$ cat src/misc_pin_consts.vh
`ifndef MISC_PIN_CONSTS_VH
`define MISC_PIN_CONSTS_VH
// Port/lane configuration codes
`define PL_5P5L 2'h0
`define PL_6P6L 2'h1
`define PL_5P6L 2'h2
`define PL_DEFAULT 2'h1
// Operating mode codes
`define OPMODE_NORMAL 3'h0
// Two-wire timing: quarter bit period in ns, cycles at 40 ns
`define TW_QUARTER_NS 2500
`define CLK_PERIOD_NS 40
`define TW_QUARTER_CYC ((`TW_QUARTER_NS) / (`CLK_PERIOD_NS))
// Expander read address base (7-bit, low three bits index the expander)
`define EXP_ADDR_BASE 7'h20
`endif

$ cat src/strap_and_misc_pin_control.v
// Summary of operation
// Hot-plug two-wire clock driven open-drain, shared by all expanders.
// Hot-plug two-wire data is open-drain bidirectional, shared by expanders.
// Low hot-plug interrupt starts reads of every expander's port registers.
// Expanders pull interrupt low on change, release after being read.
// Each GPIO pin is input-only or bidirectional per output enable bit.
// GPIO 1:0 strap gives port/lane config: 00 5/5, 01 6/6, 10 5/6.
// In debug mode GPIO 4:0 give the debug mode selection code.
// Five debug output pins show internal debug status during operation.
// Debug outputs 2:0 sampled at init as operating mode; zero is normal.
// Debug outputs 4 and 3 double as upstream select straps bits 1 and 0.
// Protocol-select pin high picks I2C, low picks SMBus.
// Test input low means normal mode; other test behaviour reserved.
// Upstream-port strap value chooses which switch port is upstream.
// All straps latched once at reset release, then held constant.
// Port/lane strap 11 is treated as the six-port six-lane default.
`timescale 1ns/1ns
`include "misc_pin_consts.vh"
module strap_and_misc_pin_control #(
    parameter NUM_EXP = 4,
    parameter QUARTER = `TW_QUARTER_CYC
) (
    input wire mclk,
    input wire rst_n,
    // Hot-plug two-wire master
    output reg hotplug_scl_out,
    output reg hotplug_scl_oe,
    input wire hotplug_scl_in,
    output reg hotplug_sda_out,
    output reg hotplug_sda_oe,
    input wire hotplug_sda_io,
    input wire hotplug_irq_n,
    output reg [7:0] exp_port_status,
    output reg [2:0] exp_status_idx,
    output reg exp_status_valid,
    output reg exp_nack,
    // General purpose pins
    input wire [7:0] gpio_in,
    output reg [7:0] gpio_out,
    output reg [7:0] gpio_oe,
    input wire [7:0] gpio_oe_ctrl,
    input wire [7:0] gpio_out_ctrl,
    output reg [7:0] gpio_in_value,
    // Debug pins, shared with straps
    input wire [4:0] debug_pin_in,
    output reg [4:0] debug_status_out,
    output reg [4:0] debug_status_oe,
    input wire [4:0] debug_status_int,
    input wire [1:0] upstream_port_strap_hi,
    input wire protocol_sel_in,
    input wire test_in,
    input wire [3:0] tie_high_straps,
    // Captured configuration
    output reg [1:0] port_lane_cfg,
    output reg [2:0] op_mode_strap,
    output reg [3:0] upstream_port_strap,
    output reg i2c_mode,
    output reg normal_mode,
    output reg debug_mode,
    output reg [4:0] debug_sel,
    output reg straps_valid
);
    // Three-stage synchronisers on every pin input
    reg [7:0] gp_s1, gp_s2, gp_s3;
    reg [4:0] db_s1, db_s2, db_s3;
    reg [1:0] up_s1, up_s2, up_s3;
    reg [2:0] misc_s1, misc_s2, misc_s3;
    reg irq_s1, irq_s2, irq_s3;
    reg sda_s1, sda_s2, sda_s3;
    reg scl_s1, scl_s2, scl_s3;
    reg [1:0] sync_cnt_q;
    reg strap_done_q;
    always @(posedge mclk)
    begin
        gp_s1 <= gpio_in;
        gp_s2 <= gp_s1;
        gp_s3 <= gp_s2;
        db_s1 <= debug_pin_in;
        db_s2 <= db_s1;
        db_s3 <= db_s2;
        up_s1 <= upstream_port_strap_hi;
        up_s2 <= up_s1;
        up_s3 <= up_s2;
        misc_s1 <= {protocol_sel_in, test_in, &tie_high_straps};
        misc_s2 <= misc_s1;
        misc_s3 <= misc_s2;
        irq_s1 <= hotplug_irq_n;
        irq_s2 <= irq_s1;
        irq_s3 <= irq_s2;
        sda_s1 <= hotplug_sda_io;
        sda_s2 <= sda_s1;
        sda_s3 <= sda_s2;
        scl_s1 <= hotplug_scl_in;
        scl_s2 <= scl_s1;
        scl_s3 <= scl_s2;
    end

    // Filtered levels: change accepted once stages two and three agree
    reg irq_f, sda_f;
    always @(posedge mclk)
    begin
        if (!rst_n)
        begin
            irq_f <= 1'b1;
            sda_f <= 1'b1;
        end
        else
        begin
            if (irq_s2 == irq_s3)
                irq_f <= irq_s3;
            if (sda_s2 == sda_s3)
                sda_f <= sda_s3;
        end
    end

    // Per-bit GPIO filter: a bit holds while stages two and three disagree
    wire [7:0] gp_agree = ~(gp_s2 ^ gp_s3);
    wire [7:0] gp_f = (gp_agree & gp_s3) | (~gp_agree & gpio_in_value);

    // Strap capture: wait for the pipeline to fill after reset, latch once
    always @(posedge mclk)
    begin
        if (!rst_n)
        begin
            sync_cnt_q <= 2'h0;
            strap_done_q <= 1'b0;
            port_lane_cfg <= `PL_DEFAULT;
            op_mode_strap <= `OPMODE_NORMAL;
            upstream_port_strap <= 4'h0;
            i2c_mode <= 1'b1;
            normal_mode <= 1'b1;
            straps_valid <= 1'b0;
        end
        else if (!strap_done_q)
        begin
            if (sync_cnt_q != 2'h3)
                sync_cnt_q <= sync_cnt_q + 2'h1;
            else
            begin
                strap_done_q <= 1'b1;
                straps_valid <= 1'b1;
                // Undefined 11 falls back to the default
                port_lane_cfg <= (gp_s3[1:0] == 2'h3) ? `PL_DEFAULT : gp_s3[1:0];
                op_mode_strap <= db_s3[2:0];
                upstream_port_strap <= {up_s3, db_s3[4], db_s3[3]};
                i2c_mode <= misc_s3[2];
                normal_mode <= ~misc_s3[1];
            end
        end
    end

    // Debug, GPIO and debug pin outputs; straps are released to input during capture
    always @(posedge mclk)
    begin
        if (!rst_n)
        begin
            debug_mode <= 1'b0;
            debug_sel <= 5'h0;
            debug_status_out <= 5'h0;
            debug_status_oe <= 5'h0;
            gpio_out <= 8'h0;
            gpio_oe <= 8'h0;
            gpio_in_value <= 8'h0;
        end
        else
        begin
            debug_mode <= strap_done_q && (op_mode_strap != `OPMODE_NORMAL);
            if (debug_mode)
                debug_sel <= gp_f[4:0];
            debug_status_out <= debug_status_int;
            debug_status_oe <= strap_done_q ? 5'h1f : 5'h0;
            gpio_out <= gpio_out_ctrl;
            gpio_oe <= strap_done_q ? gpio_oe_ctrl : 8'h0;
            gpio_in_value <= gp_f; // One cycle behind the raw third stage
        end
    end

    // Two-wire master: on interrupt, read one port byte from each expander
    localparam ST_IDLE = 3'h0;
    localparam ST_START = 3'h1;
    localparam ST_ADDR = 3'h2;
    localparam ST_AACK = 3'h3;
    localparam ST_DATA = 3'h4;
    localparam ST_NACK = 3'h5;
    localparam ST_STOP = 3'h6;
    reg [2:0] state_q;
    reg [15:0] tick_q;
    reg [1:0] phase_q;
    reg [3:0] bit_q;
    reg [7:0] shift_q;
    reg [2:0] exp_q;
    wire tick = (tick_q == QUARTER - 1);
    wire adv = tick && (phase_q == 2'h3);
    always @(posedge mclk)
    begin
        if (!rst_n)
        begin
            state_q <= ST_IDLE;
            tick_q <= 16'h0;
            phase_q <= 2'h0;
            bit_q <= 4'h0;
            shift_q <= 8'h0;
            exp_q <= 3'h0;
            hotplug_scl_out <= 1'b0;
            hotplug_scl_oe <= 1'b0;
            hotplug_sda_out <= 1'b0;
            hotplug_sda_oe <= 1'b0;
            exp_port_status <= 8'h0;
            exp_status_idx <= 3'h0;
            exp_status_valid <= 1'b0;
            exp_nack <= 1'b0;
        end
        else
        begin
            exp_status_valid <= 1'b0;
            tick_q <= (state_q == ST_IDLE || tick) ? 16'h0 : tick_q + 16'h1;
            if (tick)
                phase_q <= phase_q + 2'h1;
            // Clock low in phases 0 and 3, released in 1 and 2; open drain only pulls low
            if (state_q != ST_IDLE && state_q != ST_START && state_q != ST_STOP)
                hotplug_scl_oe <= (phase_q == 2'h0) || (phase_q == 2'h3);
            else
                hotplug_scl_oe <= 1'b0;
            case (state_q)
                ST_IDLE:
                begin
                    phase_q <= 2'h0;
                    hotplug_sda_oe <= 1'b0;
                    // Interrupt held low after a pass restarts a fresh pass
                    if (strap_done_q && !irq_f)
                    begin
                        state_q <= ST_START;
                        exp_q <= 3'h0;
                    end
                end
                ST_START:
                begin
                    if (tick && phase_q == 2'h1)
                        hotplug_sda_oe <= 1'b1;
                    if (adv)
                    begin
                        state_q <= ST_ADDR;
                        shift_q <= {`EXP_ADDR_BASE | {4'h0, exp_q}, 1'b1};
                        bit_q <= 4'h0;
                    end
                end
                ST_ADDR:
                begin
                    hotplug_sda_oe <= ~shift_q[7];
                    if (adv)
                    begin
                        shift_q <= {shift_q[6:0], 1'b0};
                        bit_q <= bit_q + 4'h1;
                        if (bit_q == 4'h7)
                            state_q <= ST_AACK;
                    end
                end
                ST_AACK:
                begin
                    hotplug_sda_oe <= 1'b0;
                    if (tick && phase_q == 2'h2 && sda_f)
                        exp_nack <= 1'b1; // Missing expander noted, pass goes on
                    if (adv)
                    begin
                        state_q <= ST_DATA;
                        bit_q <= 4'h0;
                    end
                end
                ST_DATA:
                begin
                    hotplug_sda_oe <= 1'b0;
                    if (tick && phase_q == 2'h2)
                        shift_q <= {shift_q[6:0], sda_f};
                    if (adv)
                    begin
                        bit_q <= bit_q + 4'h1;
                        if (bit_q == 4'h7)
                            state_q <= ST_NACK;
                    end
                end
                ST_NACK:
                begin
                    hotplug_sda_oe <= 1'b0; // Last byte: master does not acknowledge
                    if (adv)
                    begin
                        exp_port_status <= shift_q;
                        exp_status_idx <= exp_q;
                        exp_status_valid <= 1'b1;
                        state_q <= ST_STOP;
                        hotplug_sda_oe <= 1'b1;
                    end
                end
                ST_STOP:
                begin
                    if (tick && phase_q == 2'h2)
                        hotplug_sda_oe <= 1'b0;
                    if (adv)
                    begin
                        if (exp_q == NUM_EXP - 1)
                            state_q <= ST_IDLE;
                        else
                        begin
                            exp_q <= exp_q + 3'h1;
                            state_q <= ST_START;
                        end
                    end
                end
                default:
                    state_q <= ST_IDLE;
            endcase
        end
    end
endmodule // strap_and_misc_pin_control

$ cat config.mk
export PLATFORM = sky130hd
export DESIGN_NAME = strap_and_misc_pin_control
export DESIGN_NICKNAME = d
export VERILOG_FILES = /design/src/strap_and_misc_pin_control.v
export VERILOG_INCLUDE_DIRS = /design/src
export SDC_FILE = /design/constraint.sdc
export NUM_CORES = 1
export LEC_CHECK = 0
export BUFFER_PORTS_ARGS = -buffer_cell sky130_fd_sc_hd__buf_4
export CAP_MARGIN = 20
export CORE_UTILIZATION = 48
export DETAILED_ROUTE_END_ITERATION = 8
export HOLD_SLACK_MARGIN = 0.12
export PLACE_DENSITY = 0.75
export SLEW_MARGIN = 20
export SYNTH_ARGS = -nofsm -noshare
export SYNTH_HDL_FRONTEND = slang
export SYNTH_SLANG_ARGS = --single-unit
$ cat constraint.sdc
create_clock -name mclk -period 1.9 [get_ports mclk]
set_input_delay 0.38 -clock mclk [delete_from_list [all_inputs] [get_ports mclk]]
set_output_delay 0.38 -clock mclk [all_outputs]
set_load 0.02 [all_outputs]
==> results of run 1 <==
critical path, delay by kind of cell (launching register included):
kind            cells  cell delay (ns)
flops               1             0.38
buf+inv             1             0.18
compound gates      2             0.41
fa+ha+maj           1             0.22
simple gates        2             0.46
layout make-up:
cell class / instances / area [um2] / share of cell area
Timing Repair Buffer: 169 / 1380 / 0.188
Sequential cell: 161 / 3220 / 0.440
Clock inverter: 12 / 149 / 0.0203
Tap cell: 140 / 175 / 0.0239
Inverter: 10 / 37.5 / 0.00512
Clock buffer: 20 / 435 / 0.0594
Multi-Input combinational cell: 315 / 1930 / 0.263
cells by family (layout without fill, tap and decap cells):
kind of cell / after synthesis / in the layout / share of synthesized area
XOR/XNOR: 18 / 18 / 0.0296
flip-flops: 161 / 161 / 0.604
adder cells (fa/ha/maj): 13 / 13 / 0.0286
multiplexers: 20 / 20 / 0.0382
other: 1 / 2 / 0.000703
AND/OR/NAND/NOR: 188 / 188 / 0.179
buffers and inverters: 41 / 211 / 0.0375
AO/OA/AOI/OAI: 74 / 74 / 0.0826
per-stage QoR:
stage	hold WS [ns]	total power [uW]	util	setup TNS (ns)	std cells
after global placement	0.311	4210	0.583	0	754
final	0.168	7570	0.677	0	827
after floorplan	0.310	3980	-	0	517
after detailed placement	0.312	4240	0.583	0	754
after global routing	0.157	7830	0.677	-0.0472	827
after CTS	0.145	7640	0.674	0	826
flip-flops by register name, summed over array words and instances, names as in the netlist, 4 cells and up, named ones only:
| name | flops |
|---|---|
| gp_s3 | 8 |
| debug_sel | 5 |
| gp_s1 | 8 |
| bit_q | 4 |
| gpio_in_value | 5 |
| shift_q | 8 |
| debug_status_out | 5 |
| tick_q | 16 |
| gp_s2 | 8 |
| db_s3 | 5 |
| gpio_out | 8 |
| db_s1 | 5 |
| db_s2 | 5 |
| exp_port_status | 8 |
| upstream_port_strap | 4 |
| gpio_oe | 8 |
cell usage in the layout, fill, tap and decap left out, types with 2 or more instances in the layout:
master,Yosys,final
a211oi_1,2,2
a21oi_1,29,29
a311oi_1,2,2
and2_1,20,20
and3_1,11,11
and4_1,4,4
buf_4,8,128
bufinv_16,0,2
clkbuf_1,13,2
clkbuf_16,0,16
clkbuf_8,0,2
clkinv_4,0,2
clkinvlp_4,0,3
conb_1,1,2
dfxtp_1,161,160
dlygate4sd3_1,0,40
ha_1,9,8
inv_1,9,9
inv_6,0,3
inv_8,0,2
maj3_1,4,4
mux2_2,3,3
mux2i_1,17,17
nand2_1,46,46
nand2b_1,5,5
nand3_1,16,16
nand3b_1,2,2
nand4_1,6,6
nor2_1,61,61
nor3_1,4,4
o211ai_1,4,4
o21ai_0,23,23
xnor2_1,9,9
xor2_1,9,9
final timing paths:
| kind | startpoint | to | slack (ns) | cells after the start |
|---|---|---|---|---|
| hold reg to reg | db_s1[3]$_DFF_P_ | db_s2[3]$_DFF_P_ | 0.33 | 0 |
| setup reg to reg | phase_q[1]$_SDFFE_PP0P_ | state_q[0]$_SDFFE_PN0P_ | 0.14 | 6 |
| hold / removal | rst_n | i2c_mode$_SDFFE_PN1P_ | 0.17 | 2 |
| setup / recovery | phase_q[1]$_SDFFE_PP0P_ | state_q[0]$_SDFFE_PN0P_ | 0.14 | 6 |
power groups by stage:
stage	logic, uW	clock network [uW]	registers [uW]
finish	621	3330	3620
global route	668	3530	3630
CTS	623	3400	3620
detailed placement	548	0	3690
global placement	528	0	3680
floorplan	216	0	3770
routing by layer:
layer | wire length [um] | part of all wire | global-route usage
met5 | 0 | 0 | 0
met4 | 106 | 0.0091 | 0.0812
met3 | 746 | 0.064 | 0.0623
met2 | 5640 | 0.48 | 0.353
met1 | 5210 | 0.45 | 0.256
what timing repair did:
action | 4_1_cts | 5_1_grt
setup buffers | 0 | 1
endpoints found under the setup margin | 0 | 28
hold buffers | 40 | 0
gates resized for setup | 0 | 4
endpoints found under the hold margin | 40 | 0
==> impl_metrics.py, run 1 <==
metrics = {
    "timing": {
        "slew_viol_final": 0,
        "min_period_ns": 1.76,
        "fmax_ghz": 0.569,
        "hold_violations": 0,
        "finalSetupViolCount": 0,
        "skew_ns": 0.0113,
        "period_share": 0.925,
        "fin_ws_ns": 0.143,
    },
    "clocking": {
        "cts_tree": "yes",
        "path_clk_slew_ns": 0.07,
        "clk_latency_ns": 0.53,
        "cts_buffers": 17,
        "cts.path.max_buffers": 2,
        "cts_sinks": 161,
        "cts_root_buffer": "clkbuf_8",
        "htreeDepth": 4,
    },
    "grt": {
        "grt_antenna_before_repair": 0,
        "grt_start_max_net_pins": 45,
        "grt_pass1_vias": 3940,
        "grt-ovfl-total": 0,
        "track_usage": 0.211,
        "grt_pass1_wl_um": 18800,
    },
    "synth": {
        "ys_ff_latch": 161,
        "yosysTopAreaCell": "dfxtp_1",
        "yosysWarnings": 0,
        "synth.cell_area_um2": 5330,
        "yosysUniqueCellTypes": 57,
        "yosysMostFrequentCell": "dfxtp_1",
        "syn_area_per_cell_um2": 10.3,
        "synth_common_cells": "161 x dfxtp_1, 61 x nor2_1, 46 x nand2_1",
        "async_reset_ff_frac": 0,
        "synth_seq_area_share": 0.604,
        "yosysTopAreaCellShare": 0.604,
        "synth_area_leaders": "dfxtp_1 60%, nor2_1 4.3%, nand2_1 3.2%",
        "synth_edf_count": 0,
        "synth-main-ff-cell": "dfxtp_1",
        "syn_inst": 516,
    },
    "power_and_ir_drop": {
        "swShare": 0.235,
        "p_comb_frac": 0.082,
        "leakagePower_uw": 0.00303,
        "p_clk_frac": 0.440,
        "p_switching_uw": 1780,
        "intPower_uw": 5790,
        "power_density_nw_per_um2": 1030,
        "ir_worst_vdd_mv": 0.731,
        "power_frac_seq": 0.478,
    },
    "worst_setup_path": {
        "crit_fanout": 13,
        "max_stage_delay_ns": 0.38,
        "end_kind": "register",
        "required_ns": 2.32,
        "crit_type": "reg -> reg",
        "worstPathCellList": "ha_2 > nor4b_2 > and4_4 > buf_4 > o21ai_0 > a221oi_1",
        "critPathSlowestCell": "dfxtp_1",
        "start_kind": "register",
        "arrival_ns": 2.17,
    },
    "placed_design": {
        "routabilityCongestion": 0.873,
        "place_ws_ns": 0.0726,
        "port_buffers": 108,
        "placed_area_um2": 6320,
        "dp_hpwl_um": 7510,
    },
    "route": {
        "dr.pass1.iters": 7,
        "routed_wl_um": 11700,
        "wl_per_cell_um": 14.1,
        "via_per_inst": 4.92,
        "drc": 1,
        "ant_nets": 0,
        "vias": 4065,
        "drt_iter0_drc": 155,
    },
    "run_status": {
        "outcome": "finished with violations",
        "violations": "DRC",
    },
    "flow_run": {
        "maxCapViolCount": 0,
    },
    "cells_and_area": {
        "fill_cells": 788,
        "diodes": 0,
        "drive_gt1_frac": 0.253,
        "syn_to_final_growth_pct": 37.5,
        "final_nets": 730,
        "final_cell_area_um2": 7330,
    },
    "floorplanning": {
        "coreArea_um2": 10800,
        "fp.dieH_um": 107,
        "initial_utilization": 0.492,
        "rows": 38,
        "die_w_um": 107,
        "die-area_um2": 11500,
        "io_pins": 116,
    },
    "worst_hold_path": {
        "worstHoldPathType": "in -> reg",
    },
}
Note: power is estimated with default switching activity, not from simulation.
==> run 2, diff against run 1 <==
--- a/config.mk
+++ b/config.mk
@@ -6,13 +6,13 @@
 export SDC_FILE = /design/constraint.sdc
 export NUM_CORES = 1
 export LEC_CHECK = 0
+export ABC_AREA = 1
 export BUFFER_PORTS_ARGS = -buffer_cell sky130_fd_sc_hd__buf_4
 export CAP_MARGIN = 20
 export CORE_UTILIZATION = 48
 export DETAILED_ROUTE_END_ITERATION = 8
 export HOLD_SLACK_MARGIN = 0.12
-export PLACE_DENSITY = 0.75
-export SLEW_MARGIN = 20
+export PLACE_DENSITY = 0.74
 export SYNTH_ARGS = -nofsm -noshare
 export SYNTH_HDL_FRONTEND = slang
 export SYNTH_SLANG_ARGS = --single-unit
==> impl_metrics.py, run 2 <==
metrics = {
    "timing": {
        "period_share": 0.941,
        "hold_violations": 0,
        "fin_ws_ns": 0.112,
        "min_period_ns": 1.79,
        "slew_viol_final": 0,
        "fmax_ghz": 0.559,
        "hold_ws_ns": 0.137,
        "worst-slew-pin-transition_ns": 0.502,
        "rsz0062_at_grt": "no",
        "finalSetupViolCount": 0,
        "slew_headroom": 0.664,
        "skew_ns": 0.00711,
        "tns_ns": 0,
    },
    "grt": {
        "grt_pass1_wl_um": 18000,
        "grt-ovfl-total": 0,
        "grt_pass1_vias": 4071,
        "track_usage": 0.199,
        "grt_antenna_before_repair": 0,
        "grt_start_max_net_pins": 36,
    },
    "worst_setup_path": {
        "start_kind": "register",
        "crit_fanout": 15,
        "required_ns": 2.26,
        "crit_type": "reg -> reg",
        "end_kind": "register",
        "arrival_ns": 2.15,
    },
    "synth": {
        "async_reset_ff_frac": 0,
        "yosysWarnings": 0,
        "synth_seq_area_share": 0.590,
        "syn_area_per_cell_um2": 8.95,
        "syn_inst": 611,
        "synth-main-ff-cell": "dfxtp_1",
        "yosysTopAreaCellShare": 0.590,
        "synth_area_leaders": "dfxtp_1 59%, nor2_1 7.4%, nand2_1 6.0%",
        "yosysTopAreaCell": "dfxtp_1",
        "synth.cell_area_um2": 5470,
        "yosysUniqueCellTypes": 40,
        "synth_common_cells": "161 x dfxtp_1, 108 x nor2_1, 87 x nand2_1",
        "ys_ff_latch": 161,
        "yosysMostFrequentCell": "dfxtp_1",
        "synth_edf_count": 0,
    },
    "route": {
        "via_per_inst": 4.76,
        "ant_nets": 0,
        "drc": 0,
        "drt_iter0_drc": 201,
        "dr.pass1.iters": 4,
        "wl_per_cell_um": 12.4,
        "routed_wl_um": 11100,
        "vias": 4270,
    },
    "flow_run": {
        "maxCapViolCount": 0,
    },
    "cells_and_area": {
        "final_cell_count_no_fill": 898,
        "syn_to_final_growth_pct": 30.5,
        "largest_reg_flops": 16,
        "final_nets": 801,
        "drive_gt1_frac": 0.247,
        "fill_cells": 877,
        "layout_commonest_cell": "dfxtp_1",
        "regMostFlops": "tick_q",
        "post-route-util": 0.649,
        "diodes": 0,
        "mostFrequentLayoutCells": "161 x dfxtp_1, 116 x buf_4, 108 x nor2_1, 87 x nand2_1, 52 x inv_1",
    },
    "floorplanning": {
        "io_pins": 116,
        "rows": 38,
        "die_w_um": 109,
        "die-area_um2": 11800,
        "coreArea_um2": 11000,
        "initial_utilization": 0.498,
        "fp.dieH_um": 109,
    },
    "clocking": {
        "clk_latency_ns": 0.42,
        "path_clk_slew_ns": 0.06,
        "cts_root_buffer": "clkbuf_16",
        "cts_sinks": 161,
        "post_cts_buffers": 0,
        "htreeDepth": 4,
        "cts_buffers": 17,
        "cts.path.max_buffers": 2,
        "cts_tree": "yes",
    },
    "power_and_ir_drop": {
        "ir_worst_vdd_mv": 0.805,
        "leakagePower_uw": 0.00334,
        "power_density_nw_per_um2": 1310,
    },
    "worst_hold_path": {
        "worstHoldPathType": "in -> reg",
    },
    "placed_design": {
        "routabilityCongestion": 0.856,
        "port_buffers": 108,
        "place_ws_ns": 0.119,
        "dpl.cell_count": 847,
        "dp_hpwl_um": 7540,
    },
    "run_status": {
        "outcome": "finished, final reports clean",
    },
}
## run 2: area by class of cell
cell class                      count  area [um2]  share of cell area
Clock buffer                       19         453              0.0635
Clock inverter                     13         123              0.0172
Inverter                           62         234              0.0328
Multi-Input combinational cell    368        1860               0.261
Sequential cell                   161        3220               0.452
Tap cell                          140         175              0.0246
Timing Repair Buffer              135        1060               0.149
## run 2: stage by stage
step | cell area, um2 | total power [uW]
2_1_floorplan | 5470 | 5590
3_3_place_gp | 6360 | 5990
3_5_place_dp | 6360 | 6090
4_1_cts | 7130 | 9400
5_1_grt | 7130 | 9850
6_report | 7130 | 9340
## run 2: cells by family after synthesis
group | after synthesis | share of synthesized area
buf+inv | 83 | 0.0712
simple gates | 251 | 0.204
xor+xnor | 6 | 0.00961
flops | 161 | 0.590
other cells | 1 | 0.000686
compound gates | 100 | 0.104
fa+ha+maj | 9 | 0.0206
## run 2: path summary, 6_finish.rpt
check | from | endpoint | slack [ns] | cells after the start
setup / recovery | tick_q[0]$_SDFF_PP0_ | shift_q[4]$_SDFFE_PN0P_ | 0.11 | 8
hold / removal | debug_status_int[2] | debug_status_out[2]$_SDFF_PN0_ | 0.14 | 3
setup reg to reg | tick_q[0]$_SDFF_PP0_ | shift_q[4]$_SDFFE_PN0P_ | 0.11 | 8
hold reg to reg | sda_s1$_DFF_P_ | sda_s2$_DFF_P_ | 0.32 | 0
## run 2: power by group
part | switching (uW) | internal [uW]
clock network | 1380 | 1890
logic | 1300 | 833
registers | 225 | 3710
total | 2910 | 6430
## run 2: repair_timing
action,CTS,global route
setup endpoints to repair,0,1
endpoints found under the hold margin,19,0
gates resized for setup,0,1
hold buffers,19,0
## run 2: worst max-delay path: stages, from the launching register on
cell and delay [ns]:
dfxtp_1 0.38, ha_1 0.17, nand2_1 0.11, nor2_4 0.19, nand3_2 0.15, o21bai_4 0.37
buf_4 0.20, a21oi_2 0.05, nor2_1 0.11
## run 2: per-layer routing
layer	vias up	share of wire	global-route usage
met3	20	0.051	0.0580
met5	-	0	0
met2	101	0.52	0.349
met1	1943	0.41	0.219
met4	0	0.018	0.101
li1	2206	-	-
